==> src/core/ceeu_pkg.sv <==
package ceeu_pkg;

    // ------------------------------------------------------------
    // Mode field codes
    // ------------------------------------------------------------
    localparam logic [4:0] MODE_USR = 5'h10;
    localparam logic [4:0] MODE_FIQ = 5'h11;
    localparam logic [4:0] MODE_IRQ = 5'h12;
    localparam logic [4:0] MODE_SVC = 5'h13;
    localparam logic [4:0] MODE_ABT = 5'h17;
    localparam logic [4:0] MODE_UND = 5'h1B;
    localparam logic [4:0] MODE_SYS = 5'h1F;

    // ------------------------------------------------------------
    // Vector table
    // ------------------------------------------------------------
    localparam logic [31:0] VEC_RST  = 32'h0000_0000;
    localparam logic [31:0] VEC_UND  = 32'h0000_0004;
    localparam logic [31:0] VEC_TRAP = 32'h0000_0008;
    localparam logic [31:0] VEC_PABT = 32'h0000_000C;
    localparam logic [31:0] VEC_DABT = 32'h0000_0010;
    localparam logic [31:0] VEC_RSVD = 32'h0000_0014;
    localparam logic [31:0] VEC_IRQ  = 32'h0000_0018;
    localparam logic [31:0] VEC_FIQ  = 32'h0000_001C;

    // ------------------------------------------------------------
    // Address offsets
    // ------------------------------------------------------------
    localparam logic [31:0] WORD_STEP    = 32'h0000_0004;
    localparam logic [31:0] LINK_NEXT    = 32'h0000_0004;
    localparam logic [31:0] LINK_DABT    = 32'h0000_0008;
    localparam logic [31:0] RET_SUB_PABT = 32'h0000_0004;
    localparam logic [31:0] RET_SUB_DABT = 32'h0000_0008;

    // ------------------------------------------------------------
    // Banked link/saved-status slots
    // ------------------------------------------------------------
    localparam int         BANK_CNT = 5;
    localparam int         BANK_W   = 3;
    localparam logic [2:0] BANK_FIQ = 3'h0;
    localparam logic [2:0] BANK_IRQ = 3'h1;
    localparam logic [2:0] BANK_SVC = 3'h2;
    localparam logic [2:0] BANK_ABT = 3'h3;
    localparam logic [2:0] BANK_UND = 3'h4;

    // ------------------------------------------------------------
    // Timing, in processor cycles (clock period in ns, pipe depth in stages)
    // ------------------------------------------------------------
    localparam int CLK_PERIOD_NS = 100;
    localparam int T_SYNC_MAX    = 3;
    localparam int T_SYNC_MIN    = 2;
    localparam int T_LDM         = 20;
    localparam int T_EXC         = 3;
    localparam int T_FIQ         = 2;
    localparam int FIQ_LAT_MAX   = T_SYNC_MAX + T_LDM + T_EXC + T_FIQ;
    localparam int FIQ_LAT_MIN   = T_SYNC_MIN + T_FIQ;
    localparam int PIPE_DEPTH    = 3;

    // ------------------------------------------------------------
    // Types
    // ------------------------------------------------------------
    typedef struct packed {
        logic [3:0]  flags;
        logic [19:0] rsvd;
        logic        irq_mask;
        logic        fiq_mask;
        logic        compact;
        logic [4:0]  mode;
    } ceeu_status_t;

    localparam ceeu_status_t STATUS_RST = 32'h0000_00D3;

    typedef struct packed {
        logic [31:0]  link;
        ceeu_status_t saved;
    } ceeu_bank_t;

    typedef enum logic [2:0] {
        EXC_NONE, EXC_RST, EXC_DABT, EXC_FIQ, EXC_IRQ, EXC_PABT, EXC_UND, EXC_TRAP
    } ceeu_exc_t;

    typedef enum logic [1:0] {
        XFER_SINGLE, XFER_SWAP, XFER_MULTI
    } ceeu_xfer_t;

endpackage

==> src/core/ceeu_bank_mem.sv <==
`timescale 1ns/100ps
module ceeu_bank_mem
    import ceeu_pkg::*;
#(
    parameter int DEPTH = BANK_CNT,
    parameter int AW    = BANK_W
)(
    input  wire logic       clk,
    input  wire logic       rst,
    input  wire logic       wr_en,
    input  wire logic [AW-1:0] wr_idx,
    input  wire ceeu_bank_t wr_data,
    input  wire logic [AW-1:0] rd_idx,
    output ceeu_bank_t      rd_data
);

    ceeu_bank_t mem_r [DEPTH];

    always_ff @(posedge clk)
    begin
        if (wr_en && (int'(wr_idx) < DEPTH))
            mem_r[wr_idx] <= wr_data;
    end

    // Registered read; out-of-range slots read as zero
    always_ff @(posedge clk)
    begin
        if (rst)
            rd_data <= '0;
        else if (int'(rd_idx) < DEPTH)
            rd_data <= mem_r[rd_idx];
        else
            rd_data <= '0;
    end

endmodule

==> src/core/ceeu_exception_unit.sv <==
`timescale 1ns/100ps
// Functional notes
// - Abort input sampled only in fetch or data access cycles
// - Prefetch abort tags instruction; taken at pipeline head, dropped on flush
// - Aborted single load/store still writes back its base
// - Aborted swap leaves state as if never executed
// - Aborted multiple transfer runs to end, base writeback kept
// - After abort in multiple load, all later register writes suppressed
// - Link lets return minus 4 (prefetch) or 8 (data) retry
// - Software trap enters supervisor; return resumes after trap
// - Undefined instruction trap; return resumes after failing instruction
// - Vector table and entry mode per exception; 0x14 reserved
// - Priority: reset, data abort, fast, normal, prefetch, undef/trap
// - Data abort with fast interrupt: abort entry then fast entry
// - Worst fast latency within sync, longest load, abort and fast entry
// - After worst latency, executing at fast vector
// - Minimum request-to-handler latency is four cycles
// - Reset pin low: abandon instruction, fetch incrementing words
// - Reset release copies counter and status into supervisor bank
// - Then mode supervisor, both masks set, compact state cleared
// - Then fetch from zero in wide state
// - Mode field codes per processor mode
// - Entry saves link and status, forces mode, loads vector
// - Mask bits block normal and fast requests
module ceeu_exception_unit
    import ceeu_pkg::*;
#(
    parameter int TAG_DEPTH = PIPE_DEPTH
)(
    input  wire logic         clk,
    input  wire logic         rst,
    input  wire logic         system_reset_low,
    input  wire logic         fast_int_request_low,
    input  wire logic         normal_int_request_low,
    input  wire logic         abort_in,
    input  wire logic         fetch_cycle,
    input  wire logic         data_cycle,
    input  wire ceeu_xfer_t   xfer_kind,
    input  wire logic         xfer_last,
    input  wire logic         pipe_advance,
    input  wire logic         head_exec,
    input  wire logic         head_undef,
    input  wire logic         head_trap,
    input  wire logic         branch_valid,
    input  wire logic [31:0]  branch_addr,
    input  wire logic         status_wr_en,
    input  wire ceeu_status_t status_wr_data,
    input  wire logic [2:0]   bank_rd_idx,
    output logic [31:0]       program_counter_reg,
    output logic [31:0]       fetch_addr,
    output ceeu_status_t      current_status_word,
    output logic              entry_busy,
    output logic              exc_taken,
    output ceeu_exc_t         exc_kind,
    output logic              base_wb_allow,
    output logic              reg_wr_block,
    output logic              swap_cancel,
    output ceeu_bank_t        bank_rd_data
);

    // ------------------------------------------------------------
    // Helpers
    // ------------------------------------------------------------
    function automatic ceeu_exc_t pick_exc(input logic dabt, input logic fiq,
                                           input logic irq, input logic pabt,
                                           input logic und, input logic trap);
        ceeu_exc_t e;
        e = EXC_NONE;
        if (dabt)
            e = EXC_DABT;
        else if (fiq)
            e = EXC_FIQ;
        else if (irq)
            e = EXC_IRQ;
        else if (pabt)
            e = EXC_PABT;
        else if (und)
            e = EXC_UND;
        else if (trap)
            e = EXC_TRAP;
        return e;
    endfunction

    function automatic logic [31:0] vec_of(input ceeu_exc_t e);
        logic [31:0] v;
        case (e)
            EXC_UND:  v = VEC_UND;
            EXC_TRAP: v = VEC_TRAP;
            EXC_PABT: v = VEC_PABT;
            EXC_DABT: v = VEC_DABT;
            EXC_IRQ:  v = VEC_IRQ;
            EXC_FIQ:  v = VEC_FIQ;
            default:  v = VEC_RST;
        endcase
        return v;
    endfunction

    function automatic logic [4:0] mode_of(input ceeu_exc_t e);
        logic [4:0] m;
        case (e)
            EXC_UND:  m = MODE_UND;
            EXC_PABT: m = MODE_ABT;
            EXC_DABT: m = MODE_ABT;
            EXC_IRQ:  m = MODE_IRQ;
            EXC_FIQ:  m = MODE_FIQ;
            default:  m = MODE_SVC;
        endcase
        return m;
    endfunction

    function automatic logic [2:0] bank_of(input ceeu_exc_t e);
        logic [2:0] b;
        case (e)
            EXC_UND:  b = BANK_UND;
            EXC_PABT: b = BANK_ABT;
            EXC_DABT: b = BANK_ABT;
            EXC_IRQ:  b = BANK_IRQ;
            EXC_FIQ:  b = BANK_FIQ;
            default:  b = BANK_SVC;
        endcase
        return b;
    endfunction

    // ------------------------------------------------------------
    // State
    // ------------------------------------------------------------
    typedef enum logic [2:0] {
        ST_RUN, ST_HOLD, ST_ENTRY, ST_RST_HOLD, ST_RST_SAVE, ST_RST_MODE, ST_RST_VEC
    } ceeu_state_t;

    ceeu_state_t            state_r;
    ceeu_status_t           status_r;
    ceeu_exc_t              exc_r;
    logic [31:0]            pc_r;
    logic [31:0]            fetch_r;
    logic [31:0]            last_exec_r;
    logic [31:0]            link_r;
    logic [TAG_DEPTH-1:0]   ptag_r;
    logic                   fiq_s1_r;
    logic                   fiq_s2_r;
    logic                   irq_s1_r;
    logic                   irq_s2_r;
    logic                   chain_r;
    logic                   lm_abort_r;
    logic                   taken_r;
    logic                   base_wb_r;
    logic                   swap_cancel_r;

    logic                   fiq_req;
    logic                   irq_req;
    logic                   boundary;
    logic                   abort_data;
    logic                   dabt_now;
    logic                   pabt_now;
    ceeu_exc_t              sel;
    logic                   take;
    logic                   bank_we;
    logic [2:0]             bank_widx;
    ceeu_bank_t             bank_wdata;

    // ------------------------------------------------------------
    // Request synchronisers
    // ------------------------------------------------------------
    always_ff @(posedge clk)
    begin
        if (rst)
        begin
            fiq_s1_r <= 1'b1;
            fiq_s2_r <= 1'b1;
            irq_s1_r <= 1'b1;
            irq_s2_r <= 1'b1;
        end
        else
        begin
            fiq_s1_r <= fast_int_request_low;
            fiq_s2_r <= fiq_s1_r;
            irq_s1_r <= normal_int_request_low;
            irq_s2_r <= irq_s1_r;
        end
    end

    // ------------------------------------------------------------
    // Exception selection
    // ------------------------------------------------------------
    always_comb
    begin
        fiq_req    = !fiq_s2_r && !status_r.fiq_mask;
        irq_req    = !irq_s2_r && !status_r.irq_mask;
        // Chaining lets a fast request follow an abort entry at once
        boundary   = head_exec || chain_r;
        abort_data = data_cycle && abort_in;
        dabt_now   = (abort_data && (xfer_kind != XFER_MULTI))
                   || (xfer_last && (lm_abort_r || abort_data));
        pabt_now   = head_exec && ptag_r[TAG_DEPTH-1];
        sel        = pick_exc(dabt_now, boundary && fiq_req,
                              boundary && irq_req, pabt_now,
                              head_exec && head_undef,
                              head_exec && head_trap);
        take       = (state_r == ST_RUN) && (sel != EXC_NONE);
    end

    // ------------------------------------------------------------
    // Entry sequencer
    // ------------------------------------------------------------
    always_ff @(posedge clk)
    begin
        if (rst)
        begin
            state_r <= ST_RUN;
            exc_r   <= EXC_NONE;
            link_r  <= '0;
            chain_r <= 1'b0;
            taken_r <= 1'b0;
        end
        else
        begin
            chain_r <= (state_r == ST_ENTRY);
            taken_r <= 1'b0;
            if (!system_reset_low)
            begin
                state_r <= ST_RST_HOLD;
                exc_r   <= EXC_RST;
            end
            else
            begin
                case (state_r)
                    ST_RUN:
                    begin
                        if (take)
                        begin
                            exc_r <= sel;
                            // Data abort link points 8 past the transfer
                            if (sel == EXC_DABT)
                                link_r <= last_exec_r + LINK_DABT;
                            else
                                link_r <= pc_r + LINK_NEXT;
                            // Data abort entry holds one extra cycle
                            state_r <= (sel == EXC_DABT) ? ST_HOLD : ST_ENTRY;
                        end
                    end
                    ST_HOLD:
                        state_r <= ST_ENTRY;
                    ST_ENTRY:
                    begin
                        state_r <= ST_RUN;
                        taken_r <= 1'b1;
                    end
                    ST_RST_HOLD:
                        state_r <= ST_RST_SAVE;
                    ST_RST_SAVE:
                        state_r <= ST_RST_MODE;
                    ST_RST_MODE:
                        state_r <= ST_RST_VEC;
                    ST_RST_VEC:
                    begin
                        state_r <= ST_RUN;
                        taken_r <= 1'b1;
                    end
                    default:
                        state_r <= ST_RUN;
                endcase
            end
        end
    end

    // ------------------------------------------------------------
    // Status word
    // ------------------------------------------------------------
    always_ff @(posedge clk)
    begin
        if (rst)
            status_r <= STATUS_RST;
        else if (state_r == ST_RST_MODE)
        begin
            status_r.mode     <= MODE_SVC;
            status_r.irq_mask <= 1'b1;
            status_r.fiq_mask <= 1'b1;
            status_r.compact  <= 1'b0;
        end
        else if (state_r == ST_ENTRY)
        begin
            status_r.mode    <= mode_of(exc_r);
            status_r.compact <= 1'b0;
            if (exc_r == EXC_FIQ || exc_r == EXC_IRQ)
                status_r.irq_mask <= 1'b1;
            if (exc_r == EXC_FIQ)
                status_r.fiq_mask <= 1'b1;
        end
        else if (status_wr_en && system_reset_low)
            status_r <= status_wr_data;
    end

    // ------------------------------------------------------------
    // Program counter and fetch address
    // ------------------------------------------------------------
    always_ff @(posedge clk)
    begin
        if (rst)
        begin
            pc_r        <= VEC_RST;
            fetch_r     <= VEC_RST;
            last_exec_r <= '0;
        end
        else if (!system_reset_low || state_r == ST_RST_HOLD)
            fetch_r <= fetch_r + WORD_STEP;
        else if (state_r == ST_RST_VEC)
        begin
            pc_r    <= VEC_RST;
            fetch_r <= VEC_RST;
        end
        else if (state_r == ST_ENTRY)
        begin
            pc_r    <= vec_of(exc_r);
            fetch_r <= vec_of(exc_r);
        end
        else if (state_r == ST_RUN)
        begin
            if (branch_valid && !take)
            begin
                pc_r    <= branch_addr;
                fetch_r <= branch_addr;
            end
            else
            begin
                if (head_exec && !take)
                begin
                    pc_r        <= pc_r + WORD_STEP;
                    last_exec_r <= pc_r;
                end
                if (fetch_cycle)
                    fetch_r <= fetch_r + WORD_STEP;
            end
        end
    end

    // ------------------------------------------------------------
    // Prefetch abort tags
    // ------------------------------------------------------------
    always_ff @(posedge clk)
    begin
        if (rst || !system_reset_low || branch_valid || state_r != ST_RUN)
            ptag_r <= '0;
        else
        begin
            if (pipe_advance)
                ptag_r <= {ptag_r[TAG_DEPTH-2:0], fetch_cycle && abort_in};
            else
            begin
                if (head_exec)
                    ptag_r[TAG_DEPTH-1] <= 1'b0;
                if (fetch_cycle && abort_in)
                    ptag_r[0] <= 1'b1;
            end
        end
    end

    // ------------------------------------------------------------
    // Data abort effects on transfers
    // ------------------------------------------------------------
    always_ff @(posedge clk)
    begin
        if (rst || !system_reset_low)
        begin
            lm_abort_r    <= 1'b0;
            base_wb_r     <= 1'b0;
            swap_cancel_r <= 1'b0;
        end
        else
        begin
            // Later loads of the block, incl. base and counter, are blocked
            if (abort_data && xfer_kind == XFER_MULTI && !xfer_last)
                lm_abort_r <= 1'b1;
            else if (xfer_last)
                lm_abort_r <= 1'b0;
            base_wb_r     <= abort_data && (xfer_kind != XFER_SWAP);
            swap_cancel_r <= abort_data && (xfer_kind == XFER_SWAP);
        end
    end

    // ------------------------------------------------------------
    // Banked link and saved status
    // ------------------------------------------------------------
    always_comb
    begin
        bank_we    = 1'b0;
        bank_widx  = BANK_SVC;
        bank_wdata = '{link: pc_r, saved: status_r};
        if (state_r == ST_RST_SAVE)
            bank_we = 1'b1;
        else if (state_r == ST_ENTRY)
        begin
            bank_we    = 1'b1;
            bank_widx  = bank_of(exc_r);
            bank_wdata = '{link: link_r, saved: status_r};
        end
    end

    ceeu_bank_mem #(
        .DEPTH (BANK_CNT),
        .AW    (BANK_W)
    ) u_bank (
        .clk     (clk),
        .rst     (rst),
        .wr_en   (bank_we),
        .wr_idx  (bank_widx),
        .wr_data (bank_wdata),
        .rd_idx  (bank_rd_idx),
        .rd_data (bank_rd_data)
    );

    // ------------------------------------------------------------
    // Outputs
    // ------------------------------------------------------------
    assign program_counter_reg = pc_r;
    assign fetch_addr          = fetch_r;
    assign current_status_word = status_r;
    assign exc_taken           = taken_r;
    assign exc_kind            = exc_r;
    assign base_wb_allow       = base_wb_r;
    assign reg_wr_block        = lm_abort_r;
    assign swap_cancel         = swap_cancel_r;

    always_ff @(posedge clk)
    begin
        if (rst)
            entry_busy <= 1'b0;
        else
            entry_busy <= !system_reset_low || take
                        || (state_r == ST_HOLD) || (state_r > ST_ENTRY && state_r != ST_RST_VEC);
    end

endmodule

==> config.mk <==
export PLATFORM = sky130hd
export DESIGN_NAME = ceeu_exception_unit
export DESIGN_NICKNAME = d
export VERILOG_FILES = /design/src/core/ceeu_pkg.sv /design/src/core/ceeu_bank_mem.sv /design/src/core/ceeu_exception_unit.sv
export SDC_FILE = /design/constraint.sdc
export NUM_CORES = 1
export LEC_CHECK = 0
export BUFFER_PORTS_ARGS = -buffer_cell sky130_fd_sc_hd__buf_2
export CORE_MARGIN = 1.5
export CORE_UTILIZATION = 40
export DETAILED_ROUTE_END_ITERATION = 16
export PLACE_DENSITY = 0.62
export SYNTH_ARGS = -nofsm -noshare
export SYNTH_HDL_FRONTEND = slang
export SYNTH_SLANG_ARGS = --single-unit
==> constraint.sdc <==
create_clock -name clk -period 6 [get_ports clk]
set_clock_uncertainty 0.2 [all_clocks]
set_input_delay 0.6 -clock clk [delete_from_list [all_inputs] [get_ports clk]]
set_output_delay 0.6 -clock clk [all_outputs]
set_load 0.05 [all_outputs]
Word-level counts from Yosys, hierarchy flattened. Memories as Yosys holds them, arrays and structs flattened. A register that Yosys moved wholly into a read port is not among the register bits. Cells that the tools add are included.

Word-level logic and storage cells: 177. Memories: 1. Register bits after elaboration: 179. Input bits: 84. RAM bits: 320. Output and inout port bits: 168.

Bitwise operators: 7. $lt $le $gt $ge: 3. Add/subtract/negate cells: 3. Equality and inequality tests: 24. Reduce and logical (&&, ||, !) cells: 65. Muxes and demuxes: 47.

Memories: u_bank.mem_r (depth 5, width 64, read ports 1, clocked after Yosys merged registers in 1, wr ports 1, line ceeu_bank_mem.sv:17) `ceeu_bank_t mem_r [DEPTH];`.

Operators by type and width (count): 2-to-1 mux 32 bit (12); 2-to-1 mux 64 bit (2); adder 32 x 3 -> 32 bit (second input constant) (2); adder 32 x 4 -> 32 bit (second input constant) (1); case mux 5 bit (6 select lines) (1); 2-to-1 mux 3 bit (9); == test 3 bit (second input constant) (7); logical AND 1 bit (21); 2-to-1 mux 1 bit (16); 2-to-1 mux 8 bit (2); case mux 4 bit (4 select lines) (1); == test 3 x 2 -> 1 bit (second input constant) (5); case mux 3 bit (5 select lines) (1); case mux 3 bit (4 select lines) (1); logical OR 1 bit (11); AND reduction 2 bit (5); OR reduction 2 bit (5); AND reduction 3 bit (3); nonzero test 3 bit (3); != test 2 bit (second input constant) (4); nonzero test 2 bit (4); nonzero test 4 bit (2); zero test 1 bit (7); NOT 1 bit (7); 12 further kinds (17).

Logic depth before layout (Yosys ltp).
Depth after elaboration: 16. Depth in mapped cells: 9. Gate-level depth less buffers: 7.

Cells and area by module. A second synthesis with hierarchy kept.

Cell total of the unflattened synthesis: 2084. Area, all modules: 23751.5 um2.

By module, submodules not included: ceeu_bank_mem (cells each 693, sequential area each 10890.4 um2, instances 1, area an instance 13489.2 um2); ceeu_exception_unit (cells each 1391, sequential area each 3583.4 um2, instances 1, area an instance 10262.3 um2).

Least setup slack after synthesis. Ideal clock, no wire load.

Path kind: register to register. Start point: register state_r[1]. End point: register status_r, in the netlist current_status_word[0]. Path slack: -0.524 ns. Required time: 5.452 ns. Period minus slack after synthesis: 6.524 ns. Arrival: 5.976 ns. Buffers on the path: 0. Cell stages (with the launch flop): 6. Library setup time: 0.348 ns. Path through: dfxtp_1 -> clkinv_1 -> nor2_1 -> nand2_1 -> nor3_1 -> o21ai_0.

Cells in the longest elaborated chain, start to end: 2. Elaborated cells between the ends (all ways): 5. Classes of those cells: 2 x eq/ne; 1 x mux; 2 x reduce/logical.

RTL lines: start: declaration (line ceeu_exception_unit.sv:131) `ceeu_state_t state_r;`; start signal: assignment (line ceeu_exception_unit.sv:238) `state_r <= (sel == EXC_DABT) ? ST_HOLD : ST_ENTRY;`; == test 3 x 2 -> 1 bit / == test 3 bit (equally long branches) (line ceeu_exception_unit.sv:280, ceeu_exception_unit.sv:273); 2-to-1 mux 8 bit, or another cell as far along (line ceeu_exception_unit.sv:280) `else if (state_r == ST_ENTRY)`; end signal: assignment (line ceeu_exception_unit.sv:290) `status_r <= status_wr_data;`; end: declaration (line ceeu_exception_unit.sv:132) `ceeu_status_t status_r;`.

Parallel ways exist; a longest one is shown, timed or not. A chain may end at the register's enable or synchronous reset.

Worst setup path in the final report.
Start point: register state_r[1]. End point: memory u_bank.mem_r[4][45] (netlist bit) (enable).

Cells in the longest elaborated chain, start to end: 7. Elaborated cells between the ends (all ways): 10. Classes of those cells: 1 x order compare; 2 x eq/ne; 6 x mux; 1 x reduce/logical.

RTL lines: == test 3 x 2 -> 1 bit (line ceeu_exception_unit.sv:390) `else if (state_r == ST_ENTRY)`; 2-to-1 mux 3 bit (line ceeu_exception_unit.sv:390); 2-to-1 mux 3 bit (line ceeu_exception_unit.sv:388) `if (state_r == ST_RST_SAVE)`; less-than comparator 3 bit (line ceeu_bank_mem.sv:21) `if (wr_en && (int'(wr_idx) < DEPTH))`; logical AND 1 bit (line ceeu_bank_mem.sv:21); 2-to-1 mux 1 bit (line ceeu_bank_mem.sv:21); 2-to-1 mux 1 bit (implied by the code) (line ceeu_bank_mem.sv:22) `mem_r[wr_idx] <= wr_data;`; end: declaration (line ceeu_bank_mem.sv:17).

Parallel ways exist; a longest one is shown, timed or not.

==> results.md <==
- Max cap viols: 0
- Fin cells: 3016
- Die width: 247 um
- Fin crit period: 3.93 ns
- Final Hold Vio Count: 0
- Pins Over Slew Limit: 0
- DRT iter0 DRCs: 1487
- Clock power share: 42.4%
- Synth Warn #: 0
- XOR/XNOR share of the synthesized area: 2.06%
- Maximum vdd drop: 203 uV
- Post-DR vias/cell: 5.53
- Avg Cell Area, Syn: 11.9 sq um
- Initial antenna violation count: 2
- H-tree Lvls: 2
- Net Sw Frac: ~26%
- Met1 GRT Util: between 20% and 30%
- Fin Setup TNS: 0 ns
- First-pass GRT wire length: 98.8 mm
- Most frequent cells in the layout: edfxtp_1, nand2_1, buf_2
- Register area: 14500 sq um
- Power Internal: 6.69 mW
- Met3 usage: under 10%
- DP HPWL: 43.3 mm
- Total track usage: 21.3%
- Num CTS Buffers: 58
- RSZ-0062 raised after global routing: false
- Max Root-Sink Buffers: 3
- Number of synthesized register bits: 563
- Post-Synth Adder-Cell Area: 0.158%
- Reg with most FFs: u_bank.mem_r
- Rel. slew slack: 20.6%
- CP Class: register to register
- Routed vias: 16.7k
- Syn Nets: ~2.1k
- Fmax: 0.255 GHz
- Root Driver: clkbuf_16
- Initial Util: 40.3%
- Critical Path AT: roughly 4.0 ns
- Post-route ant nets: 0
- Net switching power: 2.32 mW
- Met2 Use GR: 34.2%
- Commonest non-fill, non-tap cell in the layout: edfxtp_1
- Nets: 2279
- Setup bufs post-CTS: 0
- Fillcell total: roughly 5.3k
- Maximum fanout along the worst path: 57
- Final WL: 65.0 mm
- Drt drc: 0
- Largest registers: u_bank.mem_r (320), u_bank.rd_data (64)
- Io pins: 252
- Worst skew pair latency: approximately 0.63 ns
- Synth Flop Type: edfxtp_1
- Post-synthesis mux area share: 10.9%
- Synth Instances: about 2.0k
- Number of synthesized flops with an enable pin: 320
- Pwr/cell area: 325 nW/um^2
- Worst Max-Slew Pin Slew: roughly 1.2 ns
- Layout cells sized above 1: a little over a fifth
- Core ar.: 58900 sq um
- P_leak: 10.2 nW
- Sequential-to-total area share from yosys stat: roughly three fifths
- Final Setup Violations: 0
- Routed length per placed instance: 21.6 um
- Max reg flops: 320
- Total gr overflow: 0
- Post-synthesis cell type count: 86
- Clock Pin Slew Worst Setup and Hold Paths: 0.07 ns
- Syn-to-layout area delta: 16.6%
- Multi-input gate area: 8430 sq um
- Main combinational cell family by area after synthesis: simple AND/OR/NAND/NOR gates
- Req. time, crit path: 6.06 ns
- Final Wtd Congestion: 0.915
- Critical Path Source Type: register
- Vias in the first global route: roughly 16k
- CTS tree: built
- Port bufs: about 250
- GRT busiest layer: met2
- Crit. End Element: register
- Cell Area, Synth: 23800 sq um
- Post-synth ARST share: 0%
- DR pass1 iterations: 5
- Die Footprint: 60900 sq um
- Reg power frac: 47.6%
- Comb pwr share: 10.0%
- Row count: slightly below 90
- Largest net degree at the start of global routing: 72
- Hold WC Path Type: primary input to register
- Die Ht: 247 um
- Placed Cells: 2880
- Synth Area in Compound Gates: slightly above 9%
- Outcome: finished clean
- Clk sink count: 563
- Simple-Gate Fraction of Synth Area: 12.9%
- Final period utilization: between 60% and 70%
## final cells by class
class	instances	area share, %
Inverter	35	0.474
Clock buffer	72	5.72
Multi-Input combinational cell	1240	30.4
Antenna cell	1	0.00903
Tap cell	773	3.49
Sequential cell	563	52.2
Timing Repair Buffer	294	5.95
Clock inverter	38	1.66
## kinds of logic after synthesis
family,Yosys count
AO/OA/AOI/OAI,341
XOR/XNOR,56
adder cells (fa/ha/maj),3
buffers and inverters,186
flip-flops,563
multiplexers,179
AND/OR/NAND/NOR,661
## metal layers
metal,wire (um),vias up
li1,-,7719
met1,27900,8178
met2,30400,658
met3,5170,115
met4,1540,4
met5,18,-
## synth_stat cells, drive strengths merged, types with 7 or more instances
cell type	count	area, sq um
a21oi	133	696
dfxtp	243	4860
a31oi	10	62.6
o22ai	13	87.6
mux4	64	1440
nor3	44	248
o21ai	69	345
o211ai	21	158
or2	8	52.6
nor4	21	174
a21o	8	68.8
nor2	178	668
a32oi	8	70.1
o21a	7	52.6
nand2b	8	50.1
nand4	27	196
edfxtp	320	9610
and3	11	68.8
buf	76	493
nand3	66	330
o32ai	11	96.3
and4	12	105
nand2	253	962
xnor2	36	315
clkbuf	75	283
a22oi	7	52.6
mux2i	111	1110
a211oi	9	80.1
inv	34	128
xor2	20	175
and2	15	93.8
## critical path: stages (launching register included)
cell	delay, ns
dfxtp_1	0.59
nand2b_1	0.59
nor2_4	0.25
buf_4	0.52
and4b_4	0.84
buf_4	0.51
## final timing paths
path | start | to | slack, ns | cells after the start
setup reg to reg | state_r[1]$_SDFFE_PP0P_ | u_bank.mem_r[4][45]$_DFFE_PP_ | 2.07 | 5
hold / removal | status_wr_data[4] | current_status_word[4]$_SDFFE_PP1P_ | 0.03 | 3
hold reg to reg | fiq_s1_r$_SDFF_PP1_ | fiq_s2_r$_SDFF_PP1_ | 0.21 | 1
setup / recovery | state_r[1]$_SDFFE_PP0P_ | u_bank.mem_r[4][45]$_DFFE_PP_ | 2.07 | 5
## what timing repair did
action	CTS	global route
gates resized for setup	0	0
endpoints found under the hold margin	25	0
hold buffers	25	0
## metrics by stage
stage	total power, mW	setup slack, ns	util (%)	hold slack, ns	cell area, sq um
6_report	9.01	2.07	47.0	0.0329	27700
3_5_place_dp	5.26	2.09	43.1	0.193	25400
4_1_cts	9.08	2.07	47.0	0.0114	27700
2_1_floorplan	4.99	1.28	-	0.189	23800
3_3_place_gp	5.25	2.23	43.1	0.197	25400
5_1_grt	9.30	1.89	47.0	0.0309	27700
## power by group through the flow
stage               Clock [mW]  Sequential [mW]  Combinational (mW)
floorplan                    0             4.52               0.480
global placement             0             4.37               0.881
detailed placement           0             4.37               0.889
CTS                       3.89             4.29               0.904
global route              4.03             4.30               0.965
finish                    3.81             4.29               0.902
No activity file was read; power rests on OpenSTA's default activity.
